===== src/rtl/csp_pkg.sv =====
package csp_pkg;
   // ----------------------------------------
   // register addresses
   // ----------------------------------------
   localparam logic [7:0] PWR_ADDR = 8'h87;
   localparam logic [7:0] CSEL_ADDR = 8'h8f;
   localparam logic [7:0] WMASK_ADDR = 8'h9f;
   localparam logic [7:0] PDIV_ADDR = 8'hc4;
   localparam logic [7:0] TAB_ADDR = 8'hc9;
   // ----------------------------------------
   // field positions
   // ----------------------------------------
   localparam int PWR_IDLE_BIT = 0;
   localparam int PWR_STOP_BIT = 1;
   localparam int PWR_SLEEP_BIT = 2;
   localparam int PWR_SMOD_BIT = 7;
   localparam int PDIV_UPPER_BIT = 7;
   localparam int PDIV_LOWER_BIT = 6;
   localparam int PDIV_AUTOSW_BIT = 5;
   localparam int CSEL_DIV_LSB = 4;
   localparam int CSEL_RDY_LSB = 2;
   localparam int CSEL_SRC_LSB = 0;
   localparam int TAB_STAT_BIT = 0;
   // ----------------------------------------
   // reset values and codes
   // ----------------------------------------
   localparam logic [7:0] PWR_RESET = 8'h00;
   localparam logic [7:0] PDIV_RESET = 8'h40;
   localparam logic [7:0] CSEL_RESET = 8'h0c;
   localparam logic [7:0] WMASK_RESET = 8'hff;
   localparam logic [7:0] TAB_KEY_FIRST = 8'haa;
   localparam logic [7:0] TAB_KEY_SECOND = 8'h55;
   localparam logic [7:0] TAB_KEY_CLOSE = 8'h00;
   localparam logic [1:0] SRC_SLOW = 2'h1;
   localparam logic [1:0] SRC_EXT = 2'h3;
   // ----------------------------------------
   // timing counts
   // ----------------------------------------
   localparam logic [8:0] TAB_WINDOW_CYCLES = 9'h100;
   localparam logic [8:0] RDY_DELAY_0 = 9'h008;
   localparam logic [8:0] RDY_DELAY_1 = 9'h010;
   localparam logic [8:0] RDY_DELAY_2 = 9'h040;
   localparam logic [8:0] RDY_DELAY_3 = 9'h100;
   // ----------------------------------------
   // types
   // ----------------------------------------
   typedef enum logic [2:0] {CSP_RUN, CSP_IDLE, CSP_STOP, CSP_SLEEP, CSP_REGWAIT} csp_state_t;
   typedef struct packed {
      logic sys_en;
      logic core_en;
      logic periph_en;
      logic fast_osc_en;
      logic slow_osc_en;
      logic main_reg_en;
   } csp_clk_ctl_t;
endpackage : csp_pkg


===== src/rtl/csp_clock_power.sv =====
// Decided for this implementation: the address-and-strobe port.
`timescale 1ns/10ps
`default_nettype none
module csp_clock_power #(
   parameter int WAKE_W = 8
) (
   input wire logic clk_in,
   input wire logic rst_n_in,
   input wire logic [7:0] addr_in,
   input wire logic [7:0] wdata_in,
   input wire logic wr_in,
   input wire logic rd_in,
   output logic [7:0] rdata_out,
   input wire logic slow_tick_in,
   input wire logic ext_tick_in,
   input wire logic [WAKE_W-1:0] wake_irq_in,
   input wire logic [WAKE_W-1:0] irq_enabled_in,
   input wire logic periph_irq_in,
   output csp_pkg::csp_clk_ctl_t clk_ctl_out,
   output logic core_periph_blocked_out,
   output logic vector_req_out,
   output logic resume_next_out,
   output logic [2:0] mode_out
);
   // ----------------------------------------
   // parameter check
   // ----------------------------------------
   if (WAKE_W != 8) begin : g_bad_width
      $error("wake mask width must be 8");
   end

   csp_pkg::csp_state_t state_r;
   csp_pkg::csp_state_t state_nxt;
   logic smod_r;
   logic lower_bit_r;
   logic autosw_r;
   logic [3:0] prediv_r;
   logic [1:0] rdy_sel_r;
   logic [1:0] src_r;
   logic [7:0] wakeup_source_mask_r;
   logic [8:0] tab_cnt_r;
   logic tab_key_r;
   logic [WAKE_W-1:0] irq_prev_r;
   logic [8:0] rdy_cnt_r;
   logic [7:0] rdata_r;
   logic [7:0] rdata_nxt;
   logic tab_open;
   logic wr_pwr;
   logic wr_prot;
   logic [WAKE_W-1:0] irq_edge;
   logic wake_hit;
   logic wake_vec;
   logic idle_exit;
   logic osc_run;
   logic prediv_tick;
   logic sys_tick;
   logic [8:0] rdy_limit;

   assign tab_open = (tab_cnt_r != 9'h000);
   assign wr_pwr = wr_in && (addr_in == csp_pkg::PWR_ADDR);
   assign wr_prot = wr_in && tab_open;

   // ----------------------------------------
   // clock source
   // ----------------------------------------
   assign osc_run = (state_r == csp_pkg::CSP_RUN) || (state_r == csp_pkg::CSP_IDLE);

   csp_prediv u_prediv (
      .clk_in(clk_in),
      .rst_n_in(rst_n_in),
      .run_in(osc_run),
      .code_in(prediv_r),
      .tick_out(prediv_tick)
   );

   always_comb begin
      if (!osc_run) begin
         sys_tick = 1'b0;
      end else if (src_r == csp_pkg::SRC_SLOW) begin
         sys_tick = slow_tick_in;
      end else if (src_r == csp_pkg::SRC_EXT) begin
         sys_tick = ext_tick_in;
      end else begin
         sys_tick = prediv_tick;
      end
   end

   always_comb begin
      clk_ctl_out.sys_en = sys_tick;
      clk_ctl_out.core_en = sys_tick && (state_r == csp_pkg::CSP_RUN);
      clk_ctl_out.periph_en = sys_tick;
      clk_ctl_out.fast_osc_en = osc_run;
      clk_ctl_out.slow_osc_en = 1'b1;
      clk_ctl_out.main_reg_en = (state_r != csp_pkg::CSP_SLEEP);
   end

   assign core_periph_blocked_out = (state_r == csp_pkg::CSP_IDLE);
   assign mode_out = state_r;

   // ----------------------------------------
   // wake detection
   // ----------------------------------------
   // edge capture runs on the always-on clock, so level interrupts still wake once
   always_ff @(posedge clk_in or negedge rst_n_in) begin
      if (!rst_n_in) begin
         irq_prev_r <= '0;
      end else begin
         irq_prev_r <= wake_irq_in;
      end
   end

   assign irq_edge = wake_irq_in & ~irq_prev_r;
   // only the dedicated clockless wake lines reach here
   assign wake_hit = |(irq_edge & wakeup_source_mask_r);
   assign wake_vec = |(irq_edge & wakeup_source_mask_r & irq_enabled_in);
   assign idle_exit = (|(wake_irq_in & irq_enabled_in)) || periph_irq_in;

   // ----------------------------------------
   // power mode sequencer
   // ----------------------------------------
   always_comb begin
      case (rdy_sel_r)
         2'h0: rdy_limit = csp_pkg::RDY_DELAY_0;
         2'h1: rdy_limit = csp_pkg::RDY_DELAY_1;
         2'h2: rdy_limit = csp_pkg::RDY_DELAY_2;
         default: rdy_limit = csp_pkg::RDY_DELAY_3;
      endcase
   end

   always_comb begin
      state_nxt = state_r;
      case (state_r)
         csp_pkg::CSP_RUN: begin
            if (wr_pwr && wdata_in[csp_pkg::PWR_SLEEP_BIT] && wdata_in[csp_pkg::PWR_STOP_BIT]) begin
               state_nxt = csp_pkg::CSP_SLEEP;
            end else if (wr_pwr && wdata_in[csp_pkg::PWR_STOP_BIT]) begin
               state_nxt = csp_pkg::CSP_STOP;
            end else if (wr_pwr && wdata_in[csp_pkg::PWR_IDLE_BIT]) begin
               state_nxt = csp_pkg::CSP_IDLE;
            end
         end
         csp_pkg::CSP_IDLE: begin
            if (idle_exit) begin
               state_nxt = csp_pkg::CSP_RUN;
            end
         end
         csp_pkg::CSP_STOP: begin
            if (wake_hit) begin
               state_nxt = csp_pkg::CSP_RUN;
            end
         end
         csp_pkg::CSP_SLEEP: begin
            if (wake_hit) begin
               state_nxt = csp_pkg::CSP_REGWAIT;
            end
         end
         csp_pkg::CSP_REGWAIT: begin
            if (slow_tick_in && (rdy_cnt_r + 9'h001 >= rdy_limit)) begin
               state_nxt = csp_pkg::CSP_RUN;
            end
         end
         default: state_nxt = csp_pkg::CSP_RUN;
      endcase
   end

   always_ff @(posedge clk_in or negedge rst_n_in) begin
      if (!rst_n_in) begin
         state_r <= csp_pkg::CSP_RUN;
      end else begin
         state_r <= state_nxt;
      end
   end

   // delay counts slow oscillator ticks only, regardless of the chosen source
   always_ff @(posedge clk_in or negedge rst_n_in) begin
      if (!rst_n_in) begin
         rdy_cnt_r <= 9'h000;
      end else if (state_r != csp_pkg::CSP_REGWAIT) begin
         rdy_cnt_r <= 9'h000;
      end else if (slow_tick_in) begin
         rdy_cnt_r <= rdy_cnt_r + 9'h001;
      end
   end

   // vector on stop or sleep wake only when the waking interrupt is enabled; an idle exit always vectors
   always_comb begin
      vector_req_out = 1'b0;
      resume_next_out = 1'b0;
      if (state_r == csp_pkg::CSP_IDLE && idle_exit) begin
         vector_req_out = 1'b1;
      end else if ((state_r == csp_pkg::CSP_STOP || state_r == csp_pkg::CSP_SLEEP) && wake_hit) begin
         vector_req_out = wake_vec;
         resume_next_out = !wake_vec;
      end
   end

   // ----------------------------------------
   // timed access window
   // ----------------------------------------
   // the window counts system clock periods, so it freezes while the clock is gated
   always_ff @(posedge clk_in or negedge rst_n_in) begin
      if (!rst_n_in) begin
         tab_cnt_r <= 9'h000;
         tab_key_r <= 1'b0;
      end else if (wr_in && addr_in == csp_pkg::TAB_ADDR) begin
         tab_key_r <= (wdata_in == csp_pkg::TAB_KEY_FIRST);
         if (wdata_in == csp_pkg::TAB_KEY_CLOSE) begin
            tab_cnt_r <= 9'h000;
         end else if (tab_key_r && wdata_in == csp_pkg::TAB_KEY_SECOND) begin
            tab_cnt_r <= csp_pkg::TAB_WINDOW_CYCLES;
         end else if (sys_tick && tab_open) begin
            tab_cnt_r <= tab_cnt_r - 9'h001;
         end
      end else if (sys_tick && tab_open) begin
         tab_cnt_r <= tab_cnt_r - 9'h001;
      end
   end

   // ----------------------------------------
   // registers
   // ----------------------------------------
   always_ff @(posedge clk_in or negedge rst_n_in) begin
      if (!rst_n_in) begin
         smod_r <= csp_pkg::PWR_RESET[csp_pkg::PWR_SMOD_BIT];
      end else if (wr_pwr) begin
         smod_r <= wdata_in[csp_pkg::PWR_SMOD_BIT];
      end
   end

   always_ff @(posedge clk_in or negedge rst_n_in) begin
      if (!rst_n_in) begin
         lower_bit_r <= csp_pkg::PDIV_RESET[csp_pkg::PDIV_LOWER_BIT];
         autosw_r <= csp_pkg::PDIV_RESET[csp_pkg::PDIV_AUTOSW_BIT];
      end else if (wr_in && addr_in == csp_pkg::PDIV_ADDR) begin
         lower_bit_r <= wdata_in[csp_pkg::PDIV_LOWER_BIT];
         autosw_r <= wdata_in[csp_pkg::PDIV_AUTOSW_BIT];
      end
   end

   // settings survive stop and sleep untouched, so the previous clock resumes
   always_ff @(posedge clk_in or negedge rst_n_in) begin
      if (!rst_n_in) begin
         prediv_r <= csp_pkg::CSEL_RESET[csp_pkg::CSEL_DIV_LSB +: 4];
         rdy_sel_r <= csp_pkg::CSEL_RESET[csp_pkg::CSEL_RDY_LSB +: 2];
         src_r <= csp_pkg::CSEL_RESET[csp_pkg::CSEL_SRC_LSB +: 2];
      end else if (wr_prot && addr_in == csp_pkg::CSEL_ADDR) begin
         prediv_r <= wdata_in[csp_pkg::CSEL_DIV_LSB +: 4];
         rdy_sel_r <= wdata_in[csp_pkg::CSEL_RDY_LSB +: 2];
         src_r <= wdata_in[csp_pkg::CSEL_SRC_LSB +: 2];
      end
   end

   always_ff @(posedge clk_in or negedge rst_n_in) begin
      if (!rst_n_in) begin
         wakeup_source_mask_r <= csp_pkg::WMASK_RESET;
      end else if (wr_prot && addr_in == csp_pkg::WMASK_ADDR) begin
         wakeup_source_mask_r <= wdata_in;
      end
   end

   // ----------------------------------------
   // read port
   // ----------------------------------------
   always_comb begin
      rdata_nxt = 8'h00;
      if (addr_in == csp_pkg::PWR_ADDR) begin
         rdata_nxt[csp_pkg::PWR_SMOD_BIT] = smod_r;
      end else if (addr_in == csp_pkg::PDIV_ADDR) begin
         rdata_nxt[csp_pkg::PDIV_UPPER_BIT] = 1'b0;
         rdata_nxt[csp_pkg::PDIV_LOWER_BIT] = lower_bit_r;
         rdata_nxt[csp_pkg::PDIV_AUTOSW_BIT] = autosw_r;
      end else if (addr_in == csp_pkg::CSEL_ADDR) begin
         rdata_nxt[csp_pkg::CSEL_DIV_LSB +: 4] = prediv_r;
         rdata_nxt[csp_pkg::CSEL_SRC_LSB +: 2] = src_r;
      end else if (addr_in == csp_pkg::WMASK_ADDR) begin
         rdata_nxt = wakeup_source_mask_r;
      end else if (addr_in == csp_pkg::TAB_ADDR) begin
         rdata_nxt[csp_pkg::TAB_STAT_BIT] = tab_open;
      end
   end

   always_ff @(posedge clk_in or negedge rst_n_in) begin
      if (!rst_n_in) begin
         rdata_r <= 8'h00;
      end else if (rd_in) begin
         rdata_r <= rdata_nxt;
      end else begin
         rdata_r <= 8'h00;
      end
   end

   assign rdata_out = rdata_r;

   // ----------------------------------------
   // checks
   // ----------------------------------------
   property p_upper_zero;
      @(posedge clk_in) disable iff (!rst_n_in)
      (rd_in && addr_in == csp_pkg::PDIV_ADDR) |=> (rdata_out[7] == 1'b0);
   endproperty
   a_upper_zero: assert property (p_upper_zero) else $error("upper divider bit read as one");

   property p_rdy_hidden;
      @(posedge clk_in) disable iff (!rst_n_in)
      (rd_in && addr_in == csp_pkg::CSEL_ADDR) |=> (rdata_out[3:2] == 2'h0);
   endproperty
   a_rdy_hidden: assert property (p_rdy_hidden) else $error("delay field visible");

   property p_locked;
      @(posedge clk_in) disable iff (!rst_n_in)
      (wr_in && !tab_open && (addr_in == csp_pkg::WMASK_ADDR)) |=> $stable(wakeup_source_mask_r);
   endproperty
   a_locked: assert property (p_locked) else $error("mask written while locked");

   property p_sleep_entry;
      @(posedge clk_in) disable iff (!rst_n_in)
      (state_r == csp_pkg::CSP_RUN && wr_pwr && wdata_in[2:1] == 2'h3)
         |=> (state_r == csp_pkg::CSP_SLEEP) && !clk_ctl_out.main_reg_en;
   endproperty
   a_sleep_entry: assert property (p_sleep_entry) else $error("sleep not entered");

   property p_stop_wake;
      @(posedge clk_in) disable iff (!rst_n_in)
      (state_r == csp_pkg::CSP_STOP && wake_hit) |=> clk_ctl_out.fast_osc_en;
   endproperty
   a_stop_wake: assert property (p_stop_wake) else $error("oscillator not restarted");

   property p_stop_quiet;
      @(posedge clk_in) disable iff (!rst_n_in)
      (state_r == csp_pkg::CSP_STOP) |-> !clk_ctl_out.sys_en && !clk_ctl_out.fast_osc_en;
   endproperty
   a_stop_quiet: assert property (p_stop_quiet) else $error("clock alive in stop");

   property p_idle_gate;
      @(posedge clk_in) disable iff (!rst_n_in)
      (state_r == csp_pkg::CSP_IDLE) |-> !clk_ctl_out.core_en && core_periph_blocked_out;
   endproperty
   a_idle_gate: assert property (p_idle_gate) else $error("core clocked in idle");

   property p_tab_close;
      @(posedge clk_in) disable iff (!rst_n_in)
      (wr_in && addr_in == csp_pkg::TAB_ADDR && wdata_in == 8'h00) |=> !tab_open;
   endproperty
   a_tab_close: assert property (p_tab_close) else $error("window not closed");

   property p_rdy_wait;
      @(posedge clk_in) disable iff (!rst_n_in)
      $rose(state_r == csp_pkg::CSP_REGWAIT) |-> (state_r == csp_pkg::CSP_REGWAIT) [*8];
   endproperty
   a_rdy_wait: assert property (p_rdy_wait) else $error("regulator delay too short");

   property p_mask_wake;
      @(posedge clk_in) disable iff (!rst_n_in)
      (state_r == csp_pkg::CSP_STOP && (irq_edge & wakeup_source_mask_r) == 8'h00) |=> (state_r != csp_pkg::CSP_RUN);
   endproperty
   a_mask_wake: assert property (p_mask_wake) else $error("masked wake left stop");
endmodule : csp_clock_power
`default_nettype wire


===== src/rtl/csp_prediv.sv =====
`timescale 1ns/10ps
`default_nettype none
module csp_prediv (
   input wire logic clk_in,
   input wire logic rst_n_in,
   input wire logic run_in,
   input wire logic [3:0] code_in,
   output logic tick_out
);
   logic [7:0] cnt_r;
   logic [7:0] last;

   // ----------------------------------------
   // ratio minus one per code
   // ----------------------------------------
   always_comb begin
      case (code_in)
         4'h0: last = 8'h00;
         4'h1: last = 8'h01;
         4'h2: last = 8'h03;
         4'h3: last = 8'h05;
         4'h4: last = 8'h07;
         4'h5: last = 8'h09;
         4'h6: last = 8'h0b;
         4'h7: last = 8'h0d;
         4'h8: last = 8'h0f;
         4'h9: last = 8'h1f;
         4'ha: last = 8'h3f;
         4'hb: last = 8'h7f;
         default: last = 8'hff;
      endcase
   end

   // counter restarts on oscillator start so the first tick has a full period
   always_ff @(posedge clk_in or negedge rst_n_in) begin
      if (!rst_n_in) begin
         cnt_r <= 8'h00;
      end else if (!run_in || cnt_r >= last) begin
         cnt_r <= 8'h00;
      end else begin
         cnt_r <= cnt_r + 8'h01;
      end
   end

   assign tick_out = run_in && (cnt_r >= last);
endmodule : csp_prediv
`default_nettype wire


===== config.mk =====
export PLATFORM = sky130hd
export DESIGN_NAME = csp_clock_power
export DESIGN_NICKNAME = d
export VERILOG_FILES = /design/src/rtl/csp_pkg.sv /design/src/rtl/csp_clock_power.sv /design/src/rtl/csp_prediv.sv
export SDC_FILE = /design/constraint.sdc
export NUM_CORES = 1
export LEC_CHECK = 0
export BUFFER_PORTS_ARGS = -buffer_cell sky130_fd_sc_hd__clkbuf_2
export CAP_MARGIN = 0
export CORE_UTILIZATION = 40
export CTS_CLUSTER_DIAMETER = 100
export CTS_CLUSTER_SIZE = 16
export DETAILED_ROUTE_END_ITERATION = 10
export PLACE_DENSITY = 0.57
export SYNTH_ARGS = -nofsm -noshare
export SYNTH_HDL_FRONTEND = slang
export SYNTH_SLANG_ARGS = --single-unit

===== constraint.sdc =====
create_clock -name clk_in -period 2.8 [get_ports clk_in]
set_input_delay 0.14 -clock clk_in [delete_from_list [all_inputs] [get_ports clk_in]]
set_output_delay 0.14 -clock clk_in [all_outputs]
set_load 0.01 [all_outputs]

==> summary.txt <==
Global routing
  – Total global routing track utilization: roughly a fifth
  – Wire length of the first global-routing pass: roughly 14000 um
  – Pin count of the biggest net entering global routing: 29
  – Antenna violations before repair: 0
  – Overall overflow remaining after global route: 0
  – Number of global-route vias before repair: 2865

Timing
  – Highest clock frequency the design can meet: between 0.3 and 0.4 GHz
  – Number of endpoints with negative hold slack in the final report: 0
  – Final setup TNS: 0 ns
  – Clock period minus final worst setup slack: 2.72 ns
  – Worst-case headroom to the max-slew limit: 60.3%
  – Portion of the clock cycle consumed by the worst path in the final layout: a little over nine tenths
  – Final number of max-transition violations: 0
  – Worst setup skew after layout: about 0.011 ns
  – Transition at the pin with the smallest max-transition slack: just under 0.6 ns
  – Setup violation total in the final timing report: 0

Floorplan
  – Die width: 97.6 um
  – IO Count: 59
  – Starting utilization of the core area: a little over two fifths
  – DIE HEIGHT: between 90 and 100 um
  – Total Die Area: 9520 um^2
  – Floorplan row count: 34
  – Area of the core region: roughly 9000 um^2

Clocking
  – CTS tree: yes
  – TritonCTS sink count: 65
  – Count of H-tree levels built during CTS: 3
  – Clock Pin Slew Worst Setup and Hold Paths: 0.08 ns
  – Number of buffers added by the clock tree synthesis step: 9
  – Clock latency reported for the late side of the worst-skew pair: ~0.34 ns
  – Root Buffer: clkbuf_8
  – Maximum clock insertion buffer count: 2

Routing
  – Post-detailed-route wirelength per cell: 15.4 um
  – Antenna Nets Post-Route: 0
  – Detailed-router iteration count before antenna repair: 4
  – # DRC: 0
  – Post-DR vias/cell: between 5 and 6
  – Post-detailed-routing wire length: between 8000 and 9000 um
  – Overall via count from detail_route: between 2000 and 3000
  – Initial detailed-routing violation count: 150

Placement
  – I/O Buffers: 57
  – Routability congestion estimate: 0.761
  – Placed standard-cell area: between 4000 and 5000 um^2
  – HPWL reported at the end of detailed placement: approximately 6200 um
  – Count of placed standard cells including taps: 520

Setup path
  – Crit path buffers/inverters: 3
  – Critical path's slowest cell: dfrtp_2
  – Element type at the critical path start: flop
  – CP delay by family, top: compound AO/OA/AOI/OAI gates
  – Biggest fanout along the worst timing path: 7
  – Required time of the critical path: about 2.7 ns
  – Critical Path End Type: output pin
  – Crit Path Class: flop to output pin
  – Crit-path max cell delay: roughly 0.44 ns
  – Cells along the critical path: ha_1 -> o21ai_2 -> ha_1 -> a21o_1 -> a21oi_2 -> nand2_1 -> o21ai_2 -> buf_6 -> clkinvlp_4 -> buf_6
  – Arrival time at the worst endpoint: approximately 2.6 ns

Finish
  – Number of diodes: 0
  – Number of standard cells in the layout, taps in and fillers out: 555
  – Post-route design area: 4480 um^2
  – Fraction of layout cells with a size suffix above 1: between 20 and 30%
  – Final layout net count: 500
  – Area growth from synthesis to final layout: 22.5%
  – Filler Cells Inserted: around 800

Yosys
  – Largest cells by area after synthesis: dfrtp_1 (37%), dfstp_2 (7.9%), ha_1 (6.5%)
  – Post-synthesis register bit count: 65
  – Post-synth cell types: 55
  – Fraction of synthesis flops using an asynchronous set or reset pin: 100%
  – Synth Area per Inst: 10.1 um^2
  – Most frequently used flop master after synthesis: dfrtp_1
  – Synth Warn #: 0
  – Net Count, Synth: roughly 420
  – Register area share after synthesis: 44.9%
  – Library cell with the largest summed area after synthesis: dfrtp_1
  – Count of flip-flops with a built-in enable after synthesis: 0
  – Cell area after synthesis: ~3700 um^2
  – Synthesized instance count: 363
  – Area share of the largest cell type after synthesis: 37.0%

Power and ir drop
  – Worst VDD drop: 0.000223 V
  – Pleak: 2.05 nW
  – Overall power of the completed layout: around 0.0028 W
  – Power per unit of standard cell area: 616 nW/um^2

Min path
  – Tightest Hold Check Type: input pin to flop

Flow run
  – Number of max-capacitance violations reported: 0

Status
  – Result of the run: complete, no violations
-- cell usage after synthesis (all sizes together) (8+ instances only) --
library cell and n:
mux2 20, xor2 15, a21oi 15, nor2 38, dfrtp 54, dfstp 11, ha 19, inv 12
nand2 23, o21ai 13, nor2b 11, and3 9, nand3 23, clkbuf 8, nor3 9
-- placed cells by master, fill, tap and decap left out, types with 11 or more instances in the layout --
cell | netlist | routed
buf_4 | 4 | 14
dfrtp_1 | 54 | 52
xor2_1 | 15 | 15
nand3_1 | 22 | 22
ha_1 | 19 | 19
a21oi_1 | 15 | 13
dfstp_2 | 11 | 11
nand2_1 | 23 | 23
nor2b_1 | 11 | 11
clkbuf_2 | 0 | 55
nor2_1 | 38 | 38
-- routing by layer --
layer / routed length [um] / vias to the layer above / track usage, %
met5: 0 / - / 0
met4: 91 / 0 / 8.14
met3: 375 / 8 / 3.38
met2: 3860 / 77 / 28.0
met1: 4230 / 1434 / 26.4
li1: - / 1466 / -
-- cell families after synthesis --
| logic type | synth area share, % |
|---|---|
| fa+ha+maj | 6.51 |
| other cells | 0.103 |
| xor+xnor | 5.03 |
| simple gates | 20.9 |
| mux | 8.08 |
| buf+inv | 3.49 |
| compound gates | 11.0 |
| flops | 44.9 |
-- where the power goes --
group          internal [W]  switching [W]  leakage, nW
Combinational      0.000325       0.000360         1.12
Clock              0.000529       0.000391        0.113
Sequential          0.00105       0.000107        0.820
Total               0.00190       0.000857         2.05
-- final cells by class --
cell class              instances  area (um^2)  share of cell area, %
flip-flops and latches         65         1640                   36.7
well taps                     108          135                   3.02
multi-input cells             272         1910                   42.7
clock inverters                 6         90.1                   2.01
inverters                      12         48.8                   1.09
repair buffers                 82          509                   11.4
clock buffers                  10          138                   3.08
-- registers in the layout, summed over array words and instances (netlist names), 3 cells and up --
name / cells
prediv_r: 4
wakeup_source_mask_r: 8
rdata_out: 8
u_prediv.cnt_r: 8
tab_cnt_r: 9
mode_out: 3
irq_prev_r: 8
rdy_cnt_r: 9
-- per-stage QoR --
step | hold slack, ns | utilization, % | worst slack (ns)
after floorplan | -0.156 | - | 0.448
after global placement | 0.0754 | 46.1 | 0.306
after detailed placement | 0.0800 | 46.1 | 0.248
after CTS | 0.0312 | 49.8 | 0.0176
after global routing | 0.0348 | 51.1 | -0.0318
final | 0.0477 | 51.1 | 0.0835
-- worst paths after layout --
| check | start | to | slack [ns] | cells after the start |
|---|---|---|---|---|
| max in group asynchronous | rst_n_in | lower_bit_r | 1.80 | 3 |
| setup reg to reg | prediv_r[1] | tab_cnt_r[1] | 0.21 | 12 |
| hold reg to reg | mode_out[2] | mode_out[1] | 0.50 | 1 |
| setup / recovery | prediv_r[1] | clk_ctl_out[5] | 0.08 | 10 |
| min in group asynchronous | rst_n_in | tab_cnt_r[1] | 0.26 | 2 |
| hold / removal | rd_in | rdata_out[7] | 0.05 | 2 |
-- timing repair --
item,in CTS,in global routing
resized for setup,1,17
endpoints found under the setup margin,3,4
pin swaps,0,1
hold buffers,9,0
cloned,0,1
endpoints found under the hold margin,21,0
buffers inserted,1,8
Power figures use the tool's default switching activity.
